===== config.mk =====
export PLATFORM = sky130hd
export DESIGN_NAME = two_point_hysteresis_control
export DESIGN_NICKNAME = d
export VERILOG_FILES = /design/src/design/two_point_pkg.sv /design/src/design/two_point_hysteresis_control.sv
export SDC_FILE = /design/constraint.sdc
export NUM_CORES = 1
export LEC_CHECK = 0
export BUFFER_PORTS_ARGS = -buffer_cell sky130_fd_sc_hd__buf_4
export CORE_MARGIN = 2
export CORE_UTILIZATION = 50
export CTS_CLUSTER_SIZE = 10
export DETAILED_ROUTE_END_ITERATION = 6
export PLACE_DENSITY = 0.72
export SKIP_CTS_REPAIR_TIMING = 1
export SLEW_MARGIN = 20
export SYNTH_ARGS = -nofsm -noshare
export SYNTH_HDL_FRONTEND = slang
export SYNTH_SLANG_ARGS = --single-unit

===== constraint.sdc =====
create_clock -name clk_in -period 2.6 [get_ports clk_in]
set_input_delay 0.26 -clock clk_in [delete_from_list [all_inputs] [get_ports clk_in]]
set_output_delay 0.26 -clock clk_in [all_outputs]
set_load 0.02 [all_outputs]

===== src/design/two_point_pkg.sv =====
package two_point_pkg;

  // Temperature word: signed, 0.01 K per step
  localparam int TEMP_W = 16;
  // Evaluation interval of the two-point decision
  localparam int EVAL_PERIOD_S = 30;
  localparam longint CLK_HZ = 20000000;
  localparam longint EVAL_CYCLES = longint'(EVAL_PERIOD_S) * CLK_HZ;
  localparam int EVAL_CNT_W = 30;
  // Reset values
  localparam logic RST_STAGE = 1'b0;
  localparam logic RST_INVERT = 1'b0;

  typedef enum logic [1:0] {
    MODE_HEAT_ONLY,
    MODE_COOL_ONLY,
    MODE_MIXED_AUTO,
    MODE_MIXED_OBJ
  } op_mode_t;

  // Setpoints and hysteresis limits of one stage pair
  typedef struct packed {
    logic signed [TEMP_W-1:0] heat_set;
    logic signed [TEMP_W-1:0] cool_set;
    logic signed [TEMP_W-1:0] heat_lo;
    logic signed [TEMP_W-1:0] heat_hi;
    logic signed [TEMP_W-1:0] cool_lo;
    logic signed [TEMP_W-1:0] cool_hi;
  } limits_t;

  // Switching state of both stages
  typedef struct packed {
    logic heat;
    logic cool;
  } stage_t;

endpackage : two_point_pkg


===== src/design/two_point_hysteresis_control.sv =====
`timescale 1ns/1ps
`default_nettype none
module two_point_hysteresis_control
  import two_point_pkg::*;
#(
  parameter longint EVAL_CYCLES_P = EVAL_CYCLES
) (
  input wire logic clk_in, // System clock, 20 MHz
  input wire logic sys_rst_in, // Async reset, active high
  input wire logic clk_en_in, // Freezes all state when low
  input wire logic signed [TEMP_W-1:0] temp_in, // Room temperature
  input wire op_mode_t mode_in, // Operating mode
  input wire logic cool_sel_in, // Object changeover: 1 selects cooling
  input wire limits_t limits_in, // Basic stage setpoints and limits
  input wire logic signed [TEMP_W-1:0] stage_offset_in, // Additional stage offset
  input wire logic invert_in, // Invert command outputs, applied at each evaluation; reset loads 0
  output var stage_t basic_cmd_out, // Basic stage commands
  output var stage_t extra_cmd_out, // Additional stage commands
  output var logic heat_msg_out, // Heating message flag
  output var logic cool_msg_out, // Cooling message flag
  output var logic eval_tick_out // Pulse at each evaluation
);

  ////////////////////////////////////////////////////////////////////////
  // Evaluation timer
  localparam logic [EVAL_CNT_W-1:0] EVAL_LAST = EVAL_CNT_W'(EVAL_CYCLES_P - 1);

  logic [EVAL_CNT_W-1:0] eval_cnt;
  logic [EVAL_CNT_W-1:0] next_eval_cnt;
  logic eval_now;

  // Free-running divider; one pulse per period
  always_comb begin
    eval_now = (eval_cnt == EVAL_LAST);
    next_eval_cnt = eval_now ? '0 : eval_cnt + 1'b1;
  end

  always_ff @(posedge clk_in or posedge sys_rst_in) begin
    if (sys_rst_in) begin
      eval_cnt <= '0;
    end else if (clk_en_in) begin
      eval_cnt <= next_eval_cnt;
    end
  end

  ////////////////////////////////////////////////////////////////////////
  // Per-stage two-point decision, index 0 basic, 1 additional
  stage_t state [2];
  stage_t next_state [2];

  genvar g;
  generate
    for (g = 0; g < 2; g++) begin : g_stage
      limits_t lim;
      logic signed [TEMP_W-1:0] off;
      always_comb begin
        off = (g == 1) ? stage_offset_in : '0;
        lim.heat_set = limits_in.heat_set - off;
        lim.heat_lo = limits_in.heat_lo - off;
        lim.heat_hi = limits_in.heat_hi - off;
        lim.cool_set = limits_in.cool_set + off;
        lim.cool_lo = limits_in.cool_lo + off;
        lim.cool_hi = limits_in.cool_hi + off;
      end

      // Next switching state, only used at eval instants
      always_comb begin
        next_state[g] = state[g];
        case (mode_in)
          MODE_HEAT_ONLY: begin
            next_state[g].cool = 1'b0;
            if (temp_in < lim.heat_lo) next_state[g].heat = 1'b1;
            else if (temp_in > lim.heat_hi) next_state[g].heat = 1'b0;
          end
          MODE_COOL_ONLY: begin
            next_state[g].heat = 1'b0;
            if (temp_in > lim.cool_hi) next_state[g].cool = 1'b1;
            else if (temp_in < lim.cool_lo) next_state[g].cool = 1'b0;
          end
          // setpoints end the request; heat_hi, cool_lo unused
          MODE_MIXED_AUTO: begin
            if (temp_in < lim.heat_lo) next_state[g].heat = 1'b1;
            else if (temp_in > lim.heat_set) next_state[g].heat = 1'b0;
            if (temp_in > lim.cool_hi) next_state[g].cool = 1'b1;
            else if (temp_in < lim.cool_set) next_state[g].cool = 1'b0;
          end
          // both limits per mode, deadband not consulted
          MODE_MIXED_OBJ: begin
            if (cool_sel_in) begin
              next_state[g].heat = 1'b0;
              if (temp_in > lim.cool_hi) next_state[g].cool = 1'b1;
              else if (temp_in < lim.cool_lo) next_state[g].cool = 1'b0;
            end else begin
              next_state[g].cool = 1'b0;
              if (temp_in < lim.heat_lo) next_state[g].heat = 1'b1;
              else if (temp_in > lim.heat_hi) next_state[g].heat = 1'b0;
            end
          end
          default: next_state[g] = '0;
        endcase
      end

      always_ff @(posedge clk_in or posedge sys_rst_in) begin
        if (sys_rst_in) begin
          state[g] <= '{heat: RST_STAGE, cool: RST_STAGE};
        end else if (clk_en_in && eval_now) begin
          state[g] <= next_state[g];
        end
      end
    end
  endgenerate

  ////////////////////////////////////////////////////////////////////////
  // Outputs, all registered
  stage_t next_basic_cmd;
  stage_t next_extra_cmd;
  logic next_heat_msg;
  logic next_cool_msg;
  logic heat_mode_ok;
  logic cool_mode_ok;

  // Message flags have no hysteresis, judged at the same instants
  always_comb begin
    heat_mode_ok = (mode_in == MODE_HEAT_ONLY) || (mode_in == MODE_MIXED_AUTO) ||
                   ((mode_in == MODE_MIXED_OBJ) && !cool_sel_in);
    cool_mode_ok = (mode_in == MODE_COOL_ONLY) || (mode_in == MODE_MIXED_AUTO) ||
                   ((mode_in == MODE_MIXED_OBJ) && cool_sel_in);
    next_basic_cmd.heat = next_state[0].heat ^ invert_in;
    next_basic_cmd.cool = next_state[0].cool ^ invert_in;
    next_extra_cmd.heat = next_state[1].heat ^ invert_in;
    next_extra_cmd.cool = next_state[1].cool ^ invert_in;
    next_heat_msg = heat_mode_ok && (temp_in < limits_in.heat_set);
    next_cool_msg = cool_mode_ok && (temp_in > limits_in.cool_set);
  end

  // commands and flags at eval instants, eval_tick_out every enabled cycle
  always_ff @(posedge clk_in or posedge sys_rst_in) begin
    if (sys_rst_in) begin
      basic_cmd_out <= '{heat: RST_INVERT, cool: RST_INVERT};
      extra_cmd_out <= '{heat: RST_INVERT, cool: RST_INVERT};
      heat_msg_out <= 1'b0;
      cool_msg_out <= 1'b0;
      eval_tick_out <= 1'b0;
    end else if (clk_en_in) begin
      eval_tick_out <= eval_now;
      if (eval_now) begin
        basic_cmd_out <= next_basic_cmd;
        extra_cmd_out <= next_extra_cmd;
        heat_msg_out <= next_heat_msg;
        cool_msg_out <= next_cool_msg;
      end
    end
  end

  ////////////////////////////////////////////////////////////////////////
  // Checks
  logic past_valid;
  always_ff @(posedge clk_in or posedge sys_rst_in) begin
    if (sys_rst_in) past_valid <= 1'b0;
    else past_valid <= 1'b1;
  end

  // Enabled cycles since the last pulse seen on eval_tick_out; counted
  // apart from the divider so that a slip shows up as a spacing error
  logic [EVAL_CNT_W-1:0] tick_gap;
  logic [EVAL_CNT_W-1:0] next_tick_gap;
  logic tick_seen;
  logic next_tick_seen;

  always_comb begin
    next_tick_gap = eval_tick_out ? '0 : tick_gap + 1'b1;
    next_tick_seen = tick_seen || eval_tick_out;
  end

  always_ff @(posedge clk_in or posedge sys_rst_in) begin
    if (sys_rst_in) begin
      tick_gap <= '0;
      tick_seen <= 1'b0;
    end else if (clk_en_in) begin
      tick_gap <= next_tick_gap;
      tick_seen <= next_tick_seen;
    end
  end
endmodule // two_point_hysteresis_control
`default_nettype wire


==> run_summary.xml, run 1 <==
<?xml version="1.0" encoding="UTF-8"?>
<metrics>
  <group name="status">
    <metric name="status" unit="">finished with violations</metric>
    <metric name="violated_checks" unit="">negative setup slack</metric>
  </group>
  <group name="floorplan">
    <metric name="die-width" unit="um">150</metric>
    <metric name="rows" unit="">53</metric>
    <metric name="design.core.area" unit="mm^2">0.0210</metric>
    <metric name="dieArea" unit="mm^2">0.0225</metric>
    <metric name="pin_count" unit="">142</metric>
    <metric name="floorplan.initialDensity" unit="">0.508</metric>
    <metric name="chipHeight" unit="um">150</metric>
  </group>
  <group name="synth">
    <metric name="synthesis.nets" unit="">1776</metric>
    <metric name="post-synth-top-area-cell" unit="">ha_1</metric>
    <metric name="synth_compound_area_frac" unit="">0.217</metric>
    <metric name="synth_simple_gate_area_frac" unit="">0.196</metric>
    <metric name="synth.distinct_cells" unit="">69</metric>
    <metric name="syn_inst" unit="">1352</metric>
    <metric name="post_synth_xor_area_fraction" unit="">0.0871</metric>
    <metric name="synth_area_per_cell" unit="um^2">7.88</metric>
    <metric name="number_of_synthesized_flops_with_an_enable_pin" unit="">0</metric>
    <metric name="synthesized_flop_and_latch_total" unit="">41</metric>
    <metric name="synth-warning-count" unit="">0</metric>
    <metric name="ys.flop_type" unit="">dfrtp_1</metric>
    <metric name="biggest_area_contributors_in_the_synthesized_netlist" unit="">ha_1 33%, dfrtp_1 9.6%, inv_1 5.6%</metric>
    <metric name="synth_largest_type_area_fraction" unit="">0.332</metric>
    <metric name="synth-adder-area-share" unit="">0.344</metric>
    <metric name="synth.cell_area" unit="mm^2">0.0107</metric>
    <metric name="synth_top_family_by_area" unit="">adder cells</metric>
    <metric name="postSynth.asyncResetShare" unit="">1.00</metric>
    <metric name="synth.yosys.seq_area_share" unit="">0.0963</metric>
    <metric name="synthMuxAreaShare" unit="">0.00200</metric>
  </group>
  <group name="timing">
    <metric name="setup_slack" unit="ns">-1.41</metric>
    <metric name="rsz_0062_raised_after_global_routing" unit="">true</metric>
    <metric name="final_worst_path_cycle_share" unit="">1.54</metric>
    <metric name="report.final.slew_viol_count" unit="">0</metric>
    <metric name="finalWorstPathRequiredPeriod" unit="ns">4.01</metric>
    <metric name="worst_clock_skew" unit="ns">0.00487</metric>
    <metric name="timing.final.setup_violations" unit="">4</metric>
    <metric name="clock.fmax" unit="MHz">249</metric>
    <metric name="maxSlewHeadroom" unit="">0.550</metric>
    <metric name="timing_hold_violations_final" unit="">0</metric>
    <metric name="worstMarginPinSlew" unit="ns">0.669</metric>
  </group>
  <group name="route">
    <metric name="num_vias" unit="">11700</metric>
    <metric name="drt-initial-drc-count" unit="">598</metric>
    <metric name="remaining_design_rule_violation_count" unit="">0</metric>
    <metric name="wl_per_cell" unit="um">16.5</metric>
    <metric name="drt_first_pass_iters" unit="">5</metric>
    <metric name="finalWirelength" unit="mm">34.2</metric>
    <metric name="drtAntennaViolNets" unit="">0</metric>
    <metric name="detail_route.vias_per_cell" unit="">5.66</metric>
  </group>
  <group name="layout">
    <metric name="post_route_cells_drive_above_1_share" unit="">0.302</metric>
    <metric name="sequential_cell_area" unit="mm^2">0.00103</metric>
    <metric name="n_antenna_cell" unit="">0</metric>
    <metric name="nFillCells" unit="">1721</metric>
    <metric name="final_net_count" unit="">2223</metric>
    <metric name="final-instance-count-excl-fill" unit="">2075</metric>
    <metric name="multiInputGateArea" unit="mm^2">0.00930</metric>
    <metric name="area_growth_syn_to_layout" unit="%">39.1</metric>
    <metric name="stdcell_area" unit="mm^2">0.0148</metric>
  </group>
  <group name="global_routing">
    <metric name="globalRouteMet2Util" unit="">0.543</metric>
    <metric name="use_met1" unit="">0.363</metric>
    <metric name="initial_antenna_violation_count" unit="">0</metric>
    <metric name="maximum_number_of_pins_on_one_net_before_global_route_repair" unit="">42</metric>
    <metric name="grt_overflow_total" unit="">0</metric>
    <metric name="grt_pass1_vias" unit="">11900</metric>
    <metric name="wire_length_of_the_first_global_routing_pass" unit="mm">54.3</metric>
    <metric name="groute.layer.met3.usage" unit="">0.0143</metric>
    <metric name="globalRoute.busiestLayer" unit="">met2</metric>
    <metric name="grt_use_total" unit="">0.299</metric>
  </group>
  <group name="power_and_ir_drop">
    <metric name="internal-power" unit="mW">2.83</metric>
    <metric name="power_density" unit="mW/mm^2">320</metric>
    <metric name="power.sequential.fraction" unit="">0.157</metric>
    <metric name="netSwitchingPower" unit="mW">1.91</metric>
    <metric name="clkPwrFrac" unit="">0.152</metric>
    <metric name="power_leakage" unit="nW">7.96</metric>
    <metric name="swShare" unit="">0.403</metric>
    <metric name="combPwrFrac" unit="">0.691</metric>
    <metric name="peakVddDrop" unit="mV">0.239</metric>
  </group>
  <group name="setup_path">
    <metric name="timing.critical_path.from_type" unit="">input port</metric>
    <metric name="worst_ep_required_time" unit="ns">2.76</metric>
    <metric name="crit_type" unit="">in -&gt; reg</metric>
    <metric name="cp_max_fo" unit="">4</metric>
    <metric name="worstSetupEndpointType" unit="">register</metric>
    <metric name="critical_path_arrival" unit="ns">4.18</metric>
  </group>
  <group name="clock_network">
    <metric name="cts-buffers-inserted" unit="">5</metric>
    <metric name="cts-root-to-sink-buffers" unit="">2</metric>
    <metric name="clock_tree.root_cell" unit="">clkbuf_16</metric>
    <metric name="cts_tree" unit="">done</metric>
    <metric name="cts_num_sinks" unit="">41</metric>
    <metric name="insertion_delay" unit="ns">0.28</metric>
    <metric name="cts_clock_pin_slew_for_the_worst_setup_and_hold_paths" unit="ns">0.06</metric>
    <metric name="htree_levels" unit="">2</metric>
  </group>
  <group name="place">
    <metric name="dpl.hpwl" unit="mm">29.4</metric>
    <metric name="place_inst" unit="">2055</metric>
    <metric name="placement.setup.worst_slack" unit="ns">-1.70</metric>
    <metric name="dp_area" unit="mm^2">0.0143</metric>
    <metric name="port_buffer_count" unit="">141</metric>
    <metric name="globalplace.congestion" unit="">0.965</metric>
  </group>
  <group name="min_path">
    <metric name="hold_path_class" unit="">in -&gt; async</metric>
  </group>
  <group name="flow_run">
    <metric name="number_of_maximum_capacitance_violations" unit="">0</metric>
  </group>
</metrics>
==> power groups by stage <==
stage	logic, mW	clock network (mW)	registers [mW]
floorplan	1.85	0	0.745
global placement	3.01	0	0.752
detailed placement	3.12	0	0.755
CTS	3.14	0.726	0.744
global route	3.65	0.756	0.754
finish	3.27	0.721	0.745
==> stage by stage <==
step | hold slack (ns) | util | total power [mW] | TNS (ns)
finish | 0.107 | 0.707 | 4.74 | -5.02
global route | 0.174 | 0.707 | 5.16 | -5.73
CTS | 0.135 | 0.692 | 4.61 | -5.03
detailed placement | 0.428 | 0.684 | 3.88 | -6.27
global placement | 0.419 | 0.684 | 3.76 | -6.03
floorplan | 0.342 | - | 2.59 | -4.25
==> synth_stat cells (4+ instances only) <==
cell       count
or2_2         13
a31oi_1       17
and2_1         5
xor2_1        57
a211o_1       11
nand4_1       33
o2111ai_1      5
nor4_1         5
a21oi_1      107
nand2_1       81
a21o_1        41
and3b_1        4
a21o_2         4
o21ai_0       61
and3_1        21
nand2b_1      18
a221oi_1       4
a211oi_1      14
nand3_1       35
ha_1         283
inv_1        159
o21bai_1      11
dfrtp_1       41
o21a_1        12
nor2_1       105
fa_1           6
o211ai_1      14
nor3_1        41
nor2b_1       17
xnor2_1       49
and4_1         9
==> final timing paths <==
path | from | cells past startpoint | slack (ns) | to
worst max-delay path | stage_offset_in[1] | 20 | -1.41 | extra_cmd_out[1]$_DFFE_PP0P_
min in group clk_in | invert_in | 2 | 0.20 | basic_cmd_out[0]$_DFFE_PP0P_
max in group asynchronous | sys_rst_in | 3 | 2.11 | basic_cmd_out[1]$_DFFE_PP0P_
worst min register to register | eval_cnt[8]$_DFFE_PP0P_ | 1 | 0.47 | eval_cnt[8]$_DFFE_PP0P_
worst max register to register | eval_cnt[19]$_DFFE_PP0P_ | 10 | 0.09 | basic_cmd_out[0]$_DFFE_PP0P_
worst min-delay path | sys_rst_in | 3 | 0.11 | eval_tick_out$_DFFE_PP0P_
==> state kept, by name, indices dropped and copies added, names as in the netlist <==
register and count:
basic_cmd_out 2, cool_msg_out 1, eval_cnt 30, eval_tick_out 1
extra_cmd_out 2, heat_msg_out 1, state 4
==> cell type report <==
cell class,instances,share of cell area
multi-input combinational,1146,0.628
timing repair buffer,446,0.228
sequential,41,0.0692
inverter,159,0.0405
tap,275,0.0232
clock buffer,7,0.00963
clock inverter,1,0.00203
==> critical path: stages <==
cell and delay, ns:
buf_12 0.09, clkinvlp_4 0.12, buf_6 0.14, ha_4 0.19
nor2b_4 0.13, o31ai_4 0.31, a211oi_2 0.13, a211o_1 0.26
or4_4 0.52, a311oi_4 0.34, a21oi_2 0.10, xnor2_1 0.13
ha_1 0.32, buf_4 0.16, a21oi_2 0.13, o21a_1 0.20
nand4b_1 0.12, nor3b_4 0.17, o41ai_2 0.28, nor2_1 0.08
==> placed cells by master, fill, tap and decap left out, types with 12 or more instances in the layout <==
cell,instances
xnor2_1,49
and3_1,21
nand2b_1,17
nor3_1,39
nor2b_1,16
inv_1,158
a21o_1,41
nor2_1,105
or2_2,13
a31oi_1,15
buf_4,442
o211ai_1,14
xor2_1,57
nand4_1,33
nand2_1,80
nand3_1,34
o21a_1,12
a21oi_1,98
dfrtp_1,41
ha_1,276
o21ai_0,49
==> cells by family (layout without fill, tap and decap cells) <==
| logic type | Yosys count | count (layout) |
|---|---|---|
| AO/OA/AOI/OAI | 342 | 342 |
| XOR/XNOR | 106 | 106 |
| adder cells (fa/ha/maj) | 289 | 289 |
| buffers and inverters | 165 | 613 |
| flip-flops | 41 | 41 |
| multiplexers | 2 | 2 |
| AND/OR/NAND/NOR | 407 | 407 |
==> routing by layer <==
| metal | up-vias | wire length, um |
|---|---|---|
| met5 | - | 0 |
| met4 | 0 | 1960 |
| met3 | 94 | 1150 |
| met2 | 301 | 16300 |
| met1 | 5522 | 14800 |
| li1 | 5819 | - |
No activity file was read; power rests on OpenSTA's default activity.
==> inputs of run 2 (changes only) <==
ABC_AREA = 1   (was default)
CORE_MARGIN = default   (was 2)
==> run_summary.xml, run 2 <==
<?xml version="1.0" encoding="UTF-8"?>
<metrics>
  <group name="status">
    <metric name="status" unit="">finished with violations</metric>
    <metric name="violated_checks" unit="">negative setup slack</metric>
  </group>
  <group name="global_routing">
    <metric name="grt_pass1_vias" unit="">12000</metric>
    <metric name="grt_use_total" unit="">0.306</metric>
    <metric name="wire_length_of_the_first_global_routing_pass" unit="mm">54.4</metric>
    <metric name="maximum_number_of_pins_on_one_net_before_global_route_repair" unit="">42</metric>
    <metric name="initial_antenna_violation_count" unit="">0</metric>
    <metric name="grt_overflow_total" unit="">0</metric>
  </group>
  <group name="timing">
    <metric name="worstMarginPinSlew" unit="ns">0.773</metric>
    <metric name="finalWorstPathRequiredPeriod" unit="ns">3.15</metric>
    <metric name="rsz_0062_raised_after_global_routing" unit="">true</metric>
    <metric name="final_worst_path_cycle_share" unit="">1.21</metric>
    <metric name="timing_hold_violations_final" unit="">0</metric>
    <metric name="setup_slack" unit="ns">-0.550</metric>
    <metric name="timing.final.setup_violations" unit="">4</metric>
    <metric name="report.final.slew_viol_count" unit="">0</metric>
    <metric name="clock.fmax" unit="MHz">317</metric>
    <metric name="maxSlewHeadroom" unit="">0.480</metric>
    <metric name="worst_clock_skew" unit="ns">0.00559</metric>
  </group>
  <group name="layout">
    <metric name="final_net_count" unit="">2468</metric>
    <metric name="stdcell_area" unit="mm^2">0.0152</metric>
    <metric name="most-common-layout-cells" unit="">397 x buf_4, 323 x nand2_1, 273 x inv_1</metric>
    <metric name="largest_registers" unit="">eval_cnt: 30 flops, state: 4 flops</metric>
    <metric name="largest_reg_flops" unit="">30</metric>
    <metric name="layout.cells.most_common" unit="">buf_4</metric>
    <metric name="largest_register" unit="">eval_cnt</metric>
    <metric name="n_antenna_cell" unit="">0</metric>
    <metric name="nFillCells" unit="">1813</metric>
    <metric name="area_growth_syn_to_layout" unit="%">39.1</metric>
    <metric name="final_core_utilization" unit="">0.716</metric>
    <metric name="post_route_cells_drive_above_1_share" unit="">0.276</metric>
    <metric name="final-instance-count-excl-fill" unit="">2320</metric>
  </group>
  <group name="clock_network">
    <metric name="cts_num_sinks" unit="">41</metric>
    <metric name="insertion_delay" unit="ns">0.29</metric>
    <metric name="cts-buffers-inserted" unit="">5</metric>
    <metric name="cts_tree" unit="">done</metric>
    <metric name="clock_tree.root_cell" unit="">clkbuf_16</metric>
    <metric name="cts-root-to-sink-buffers" unit="">2</metric>
    <metric name="cts_clock_pin_slew_for_the_worst_setup_and_hold_paths" unit="ns">0.06</metric>
    <metric name="htree_levels" unit="">2</metric>
  </group>
  <group name="synth">
    <metric name="ys.flop_type" unit="">dfrtp_1</metric>
    <metric name="postSynth.asyncResetShare" unit="">1.00</metric>
    <metric name="synthMuxAreaShare" unit="">0</metric>
    <metric name="synth.distinct_cells" unit="">40</metric>
    <metric name="synth_compound_area_frac" unit="">0.156</metric>
    <metric name="synthesized_flop_and_latch_total" unit="">41</metric>
    <metric name="ys_top_cells_by_count" unit="">344 x nand2_1, 283 x ha_1, 278 x inv_1</metric>
    <metric name="synth-adder-area-share" unit="">0.334</metric>
    <metric name="synth_area_per_cell" unit="um^2">6.69</metric>
    <metric name="number_of_synthesized_flops_with_an_enable_pin" unit="">0</metric>
    <metric name="synth_simple_gate_area_frac" unit="">0.244</metric>
    <metric name="synth.yosys.seq_area_share" unit="">0.0936</metric>
    <metric name="synthesis.nets" unit="">2062</metric>
    <metric name="synth-warning-count" unit="">0</metric>
    <metric name="synth_most_common_cell" unit="">nand2_1</metric>
    <metric name="synth_top_family_by_area" unit="">adder cells</metric>
    <metric name="synth_largest_type_area_fraction" unit="">0.323</metric>
    <metric name="post-synth-top-area-cell" unit="">ha_1</metric>
    <metric name="synth.cell_area" unit="mm^2">0.0110</metric>
    <metric name="syn_inst" unit="">1638</metric>
    <metric name="post_synth_xor_area_fraction" unit="">0.0759</metric>
    <metric name="biggest_area_contributors_in_the_synthesized_netlist" unit="">ha_1 32%, nand2_1 12%, inv_1 9.5%</metric>
  </group>
  <group name="floorplan">
    <metric name="rows" unit="">53</metric>
    <metric name="dieArea" unit="mm^2">0.0225</metric>
    <metric name="pin_count" unit="">142</metric>
    <metric name="design.core.area" unit="mm^2">0.0213</metric>
    <metric name="floorplan.initialDensity" unit="">0.515</metric>
    <metric name="chipHeight" unit="um">150</metric>
    <metric name="die-width" unit="um">150</metric>
  </group>
  <group name="flow_run">
    <metric name="number_of_maximum_capacitance_violations" unit="">0</metric>
  </group>
  <group name="route">
    <metric name="drt-initial-drc-count" unit="">555</metric>
    <metric name="detail_route.vias_per_cell" unit="">5.43</metric>
    <metric name="num_vias" unit="">12600</metric>
    <metric name="wl_per_cell" unit="um">15.3</metric>
    <metric name="drt_first_pass_iters" unit="">5</metric>
    <metric name="drtAntennaViolNets" unit="">0</metric>
    <metric name="finalWirelength" unit="mm">35.6</metric>
    <metric name="remaining_design_rule_violation_count" unit="">0</metric>
  </group>
  <group name="setup_path">
    <metric name="critPathSlowestCell" unit="">fa_2</metric>
    <metric name="critical_path_arrival" unit="ns">3.33</metric>
    <metric name="worst_ep_required_time" unit="ns">2.78</metric>
    <metric name="r2r_startpoint" unit="">eval_cnt[2]$_DFFE_PP0P_</metric>
    <metric name="cp_max_fo" unit="">3</metric>
    <metric name="worstSetupEndpointType" unit="">register</metric>
    <metric name="critical_path.cell_chain" unit="">buf_8, buf_6, ha_4, fa_2, a21oi_2, o21ai_2, a21oi_2, o21bai_2, nand3_1, o2111ai_1, xor2_1, ha_1, nand2_2, nor2_1, nor2_1, nand2_1, nor3_2, a21oi_2, nand2_1, nand2_1, nand2_2, nand3b_1, nand2_1, inv_1</metric>
    <metric name="regToRegSetupSlack" unit="ns">0.38</metric>
    <metric name="ff2ff_path_depth" unit="">10</metric>
    <metric name="max_stage_delay" unit="ns">0.40</metric>
    <metric name="r2r-end" unit="">eval_cnt[27]$_DFFE_PP0P_</metric>
    <metric name="critical_path.most_common_cell" unit="">nand2_1</metric>
    <metric name="crit_type" unit="">in -&gt; reg</metric>
    <metric name="timing.critical_path.from_type" unit="">input port</metric>
  </group>
  <group name="place">
    <metric name="globalplace.congestion" unit="">0.965</metric>
    <metric name="port_buffer_count" unit="">141</metric>
    <metric name="dpl.hpwl" unit="mm">29.6</metric>
    <metric name="placement.setup.worst_slack" unit="ns">-0.957</metric>
    <metric name="place_inst" unit="">2307</metric>
    <metric name="dp_area" unit="mm^2">0.0144</metric>
  </group>
  <group name="power_and_ir_drop">
    <metric name="peakVddDrop" unit="mV">0.272</metric>
    <metric name="power_leakage" unit="nW">8.49</metric>
    <metric name="power_density" unit="mW/mm^2">339</metric>
  </group>
  <group name="min_path">
    <metric name="hold_path_class" unit="">in -&gt; async</metric>
  </group>
</metrics>
## run 2: kinds of logic after synthesis
family,after synthesis
buffers and inverters,283
AO/OA/AOI/OAI,310
adder cells (fa/ha/maj),289
XOR/XNOR,95
AND/OR/NAND/NOR,620
flip-flops,41
## run 2: final cells by class
type,count,area (um^2),area share
Clock buffer,7,143,0.00936
Clock inverter,1,30.0,0.00197
Inverter,279,1060,0.0693
Multi-Input combinational cell,1314,9590,0.629
Sequential cell,41,1030,0.0673
Tap cell,275,344,0.0226
Timing Repair Buffer,403,3060,0.201
## run 2: worst max-delay path, delay by kind of cell
family	cells	cell delay, ns
AO/OA/AOI/OAI	6	0.71
AND/OR/NAND/NOR	11	1.07
adder cells (fa/ha/maj)	3	0.86
XOR/XNOR	1	0.18
buffers and inverters	3	0.24
## run 2: worst max-delay path by stage
stage / startpoint / to / slack (ns) / cells after the start
after CTS: stage_offset_in[2] / extra_cmd_out[1]$_DFFE_PP0P_ / -0.66 / 28
after detailed placement: stage_offset_in[2] / extra_cmd_out[1]$_DFFE_PP0P_ / -0.96 / 28
after global routing: stage_offset_in[0] / extra_cmd_out[0]$_DFFE_PP0P_ / -0.74 / 26
after global placement: stage_offset_in[2] / extra_cmd_out[1]$_DFFE_PP0P_ / -0.80 / 28
after floorplan: stage_offset_in[1] / extra_cmd_out[1]$_DFFE_PP0P_ / -0.45 / 26
final: stage_offset_in[0] / extra_cmd_out[0]$_DFFE_PP0P_ / -0.55 / 24
## run 2: routing by layer
metal | vias to the layer above | part of all wire | GRT usage
met5 | - | 0 | 0
met4 | 0 | 0.035 | 0.102
met3 | 65 | 0.044 | 0.0216
met2 | 329 | 0.48 | 0.552
met1 | 5859 | 0.44 | 0.382
li1 | 6351 | - | -
## run 2: power by group
| part | switching [mW] | leakage [nW] | internal [mW] |
|---|---|---|---|
| Combinational | 1.93 | 7.92 | 1.72 |
| Clock | 0.250 | 0.0841 | 0.480 |
| Sequential | 0.0789 | 0.485 | 0.714 |
## run 2: per-stage QoR
stage	hold slack [ns]	total power, mW	TNS, ns
2_1_floorplan	0.406	2.76	-1.20
3_3_place_gp	0.421	4.01	-2.93
3_5_place_dp	0.427	4.13	-3.38
4_1_cts	0.121	4.88	-2.24
5_1_grt	0.150	5.65	-2.80
6_report	0.104	5.16	-2.04
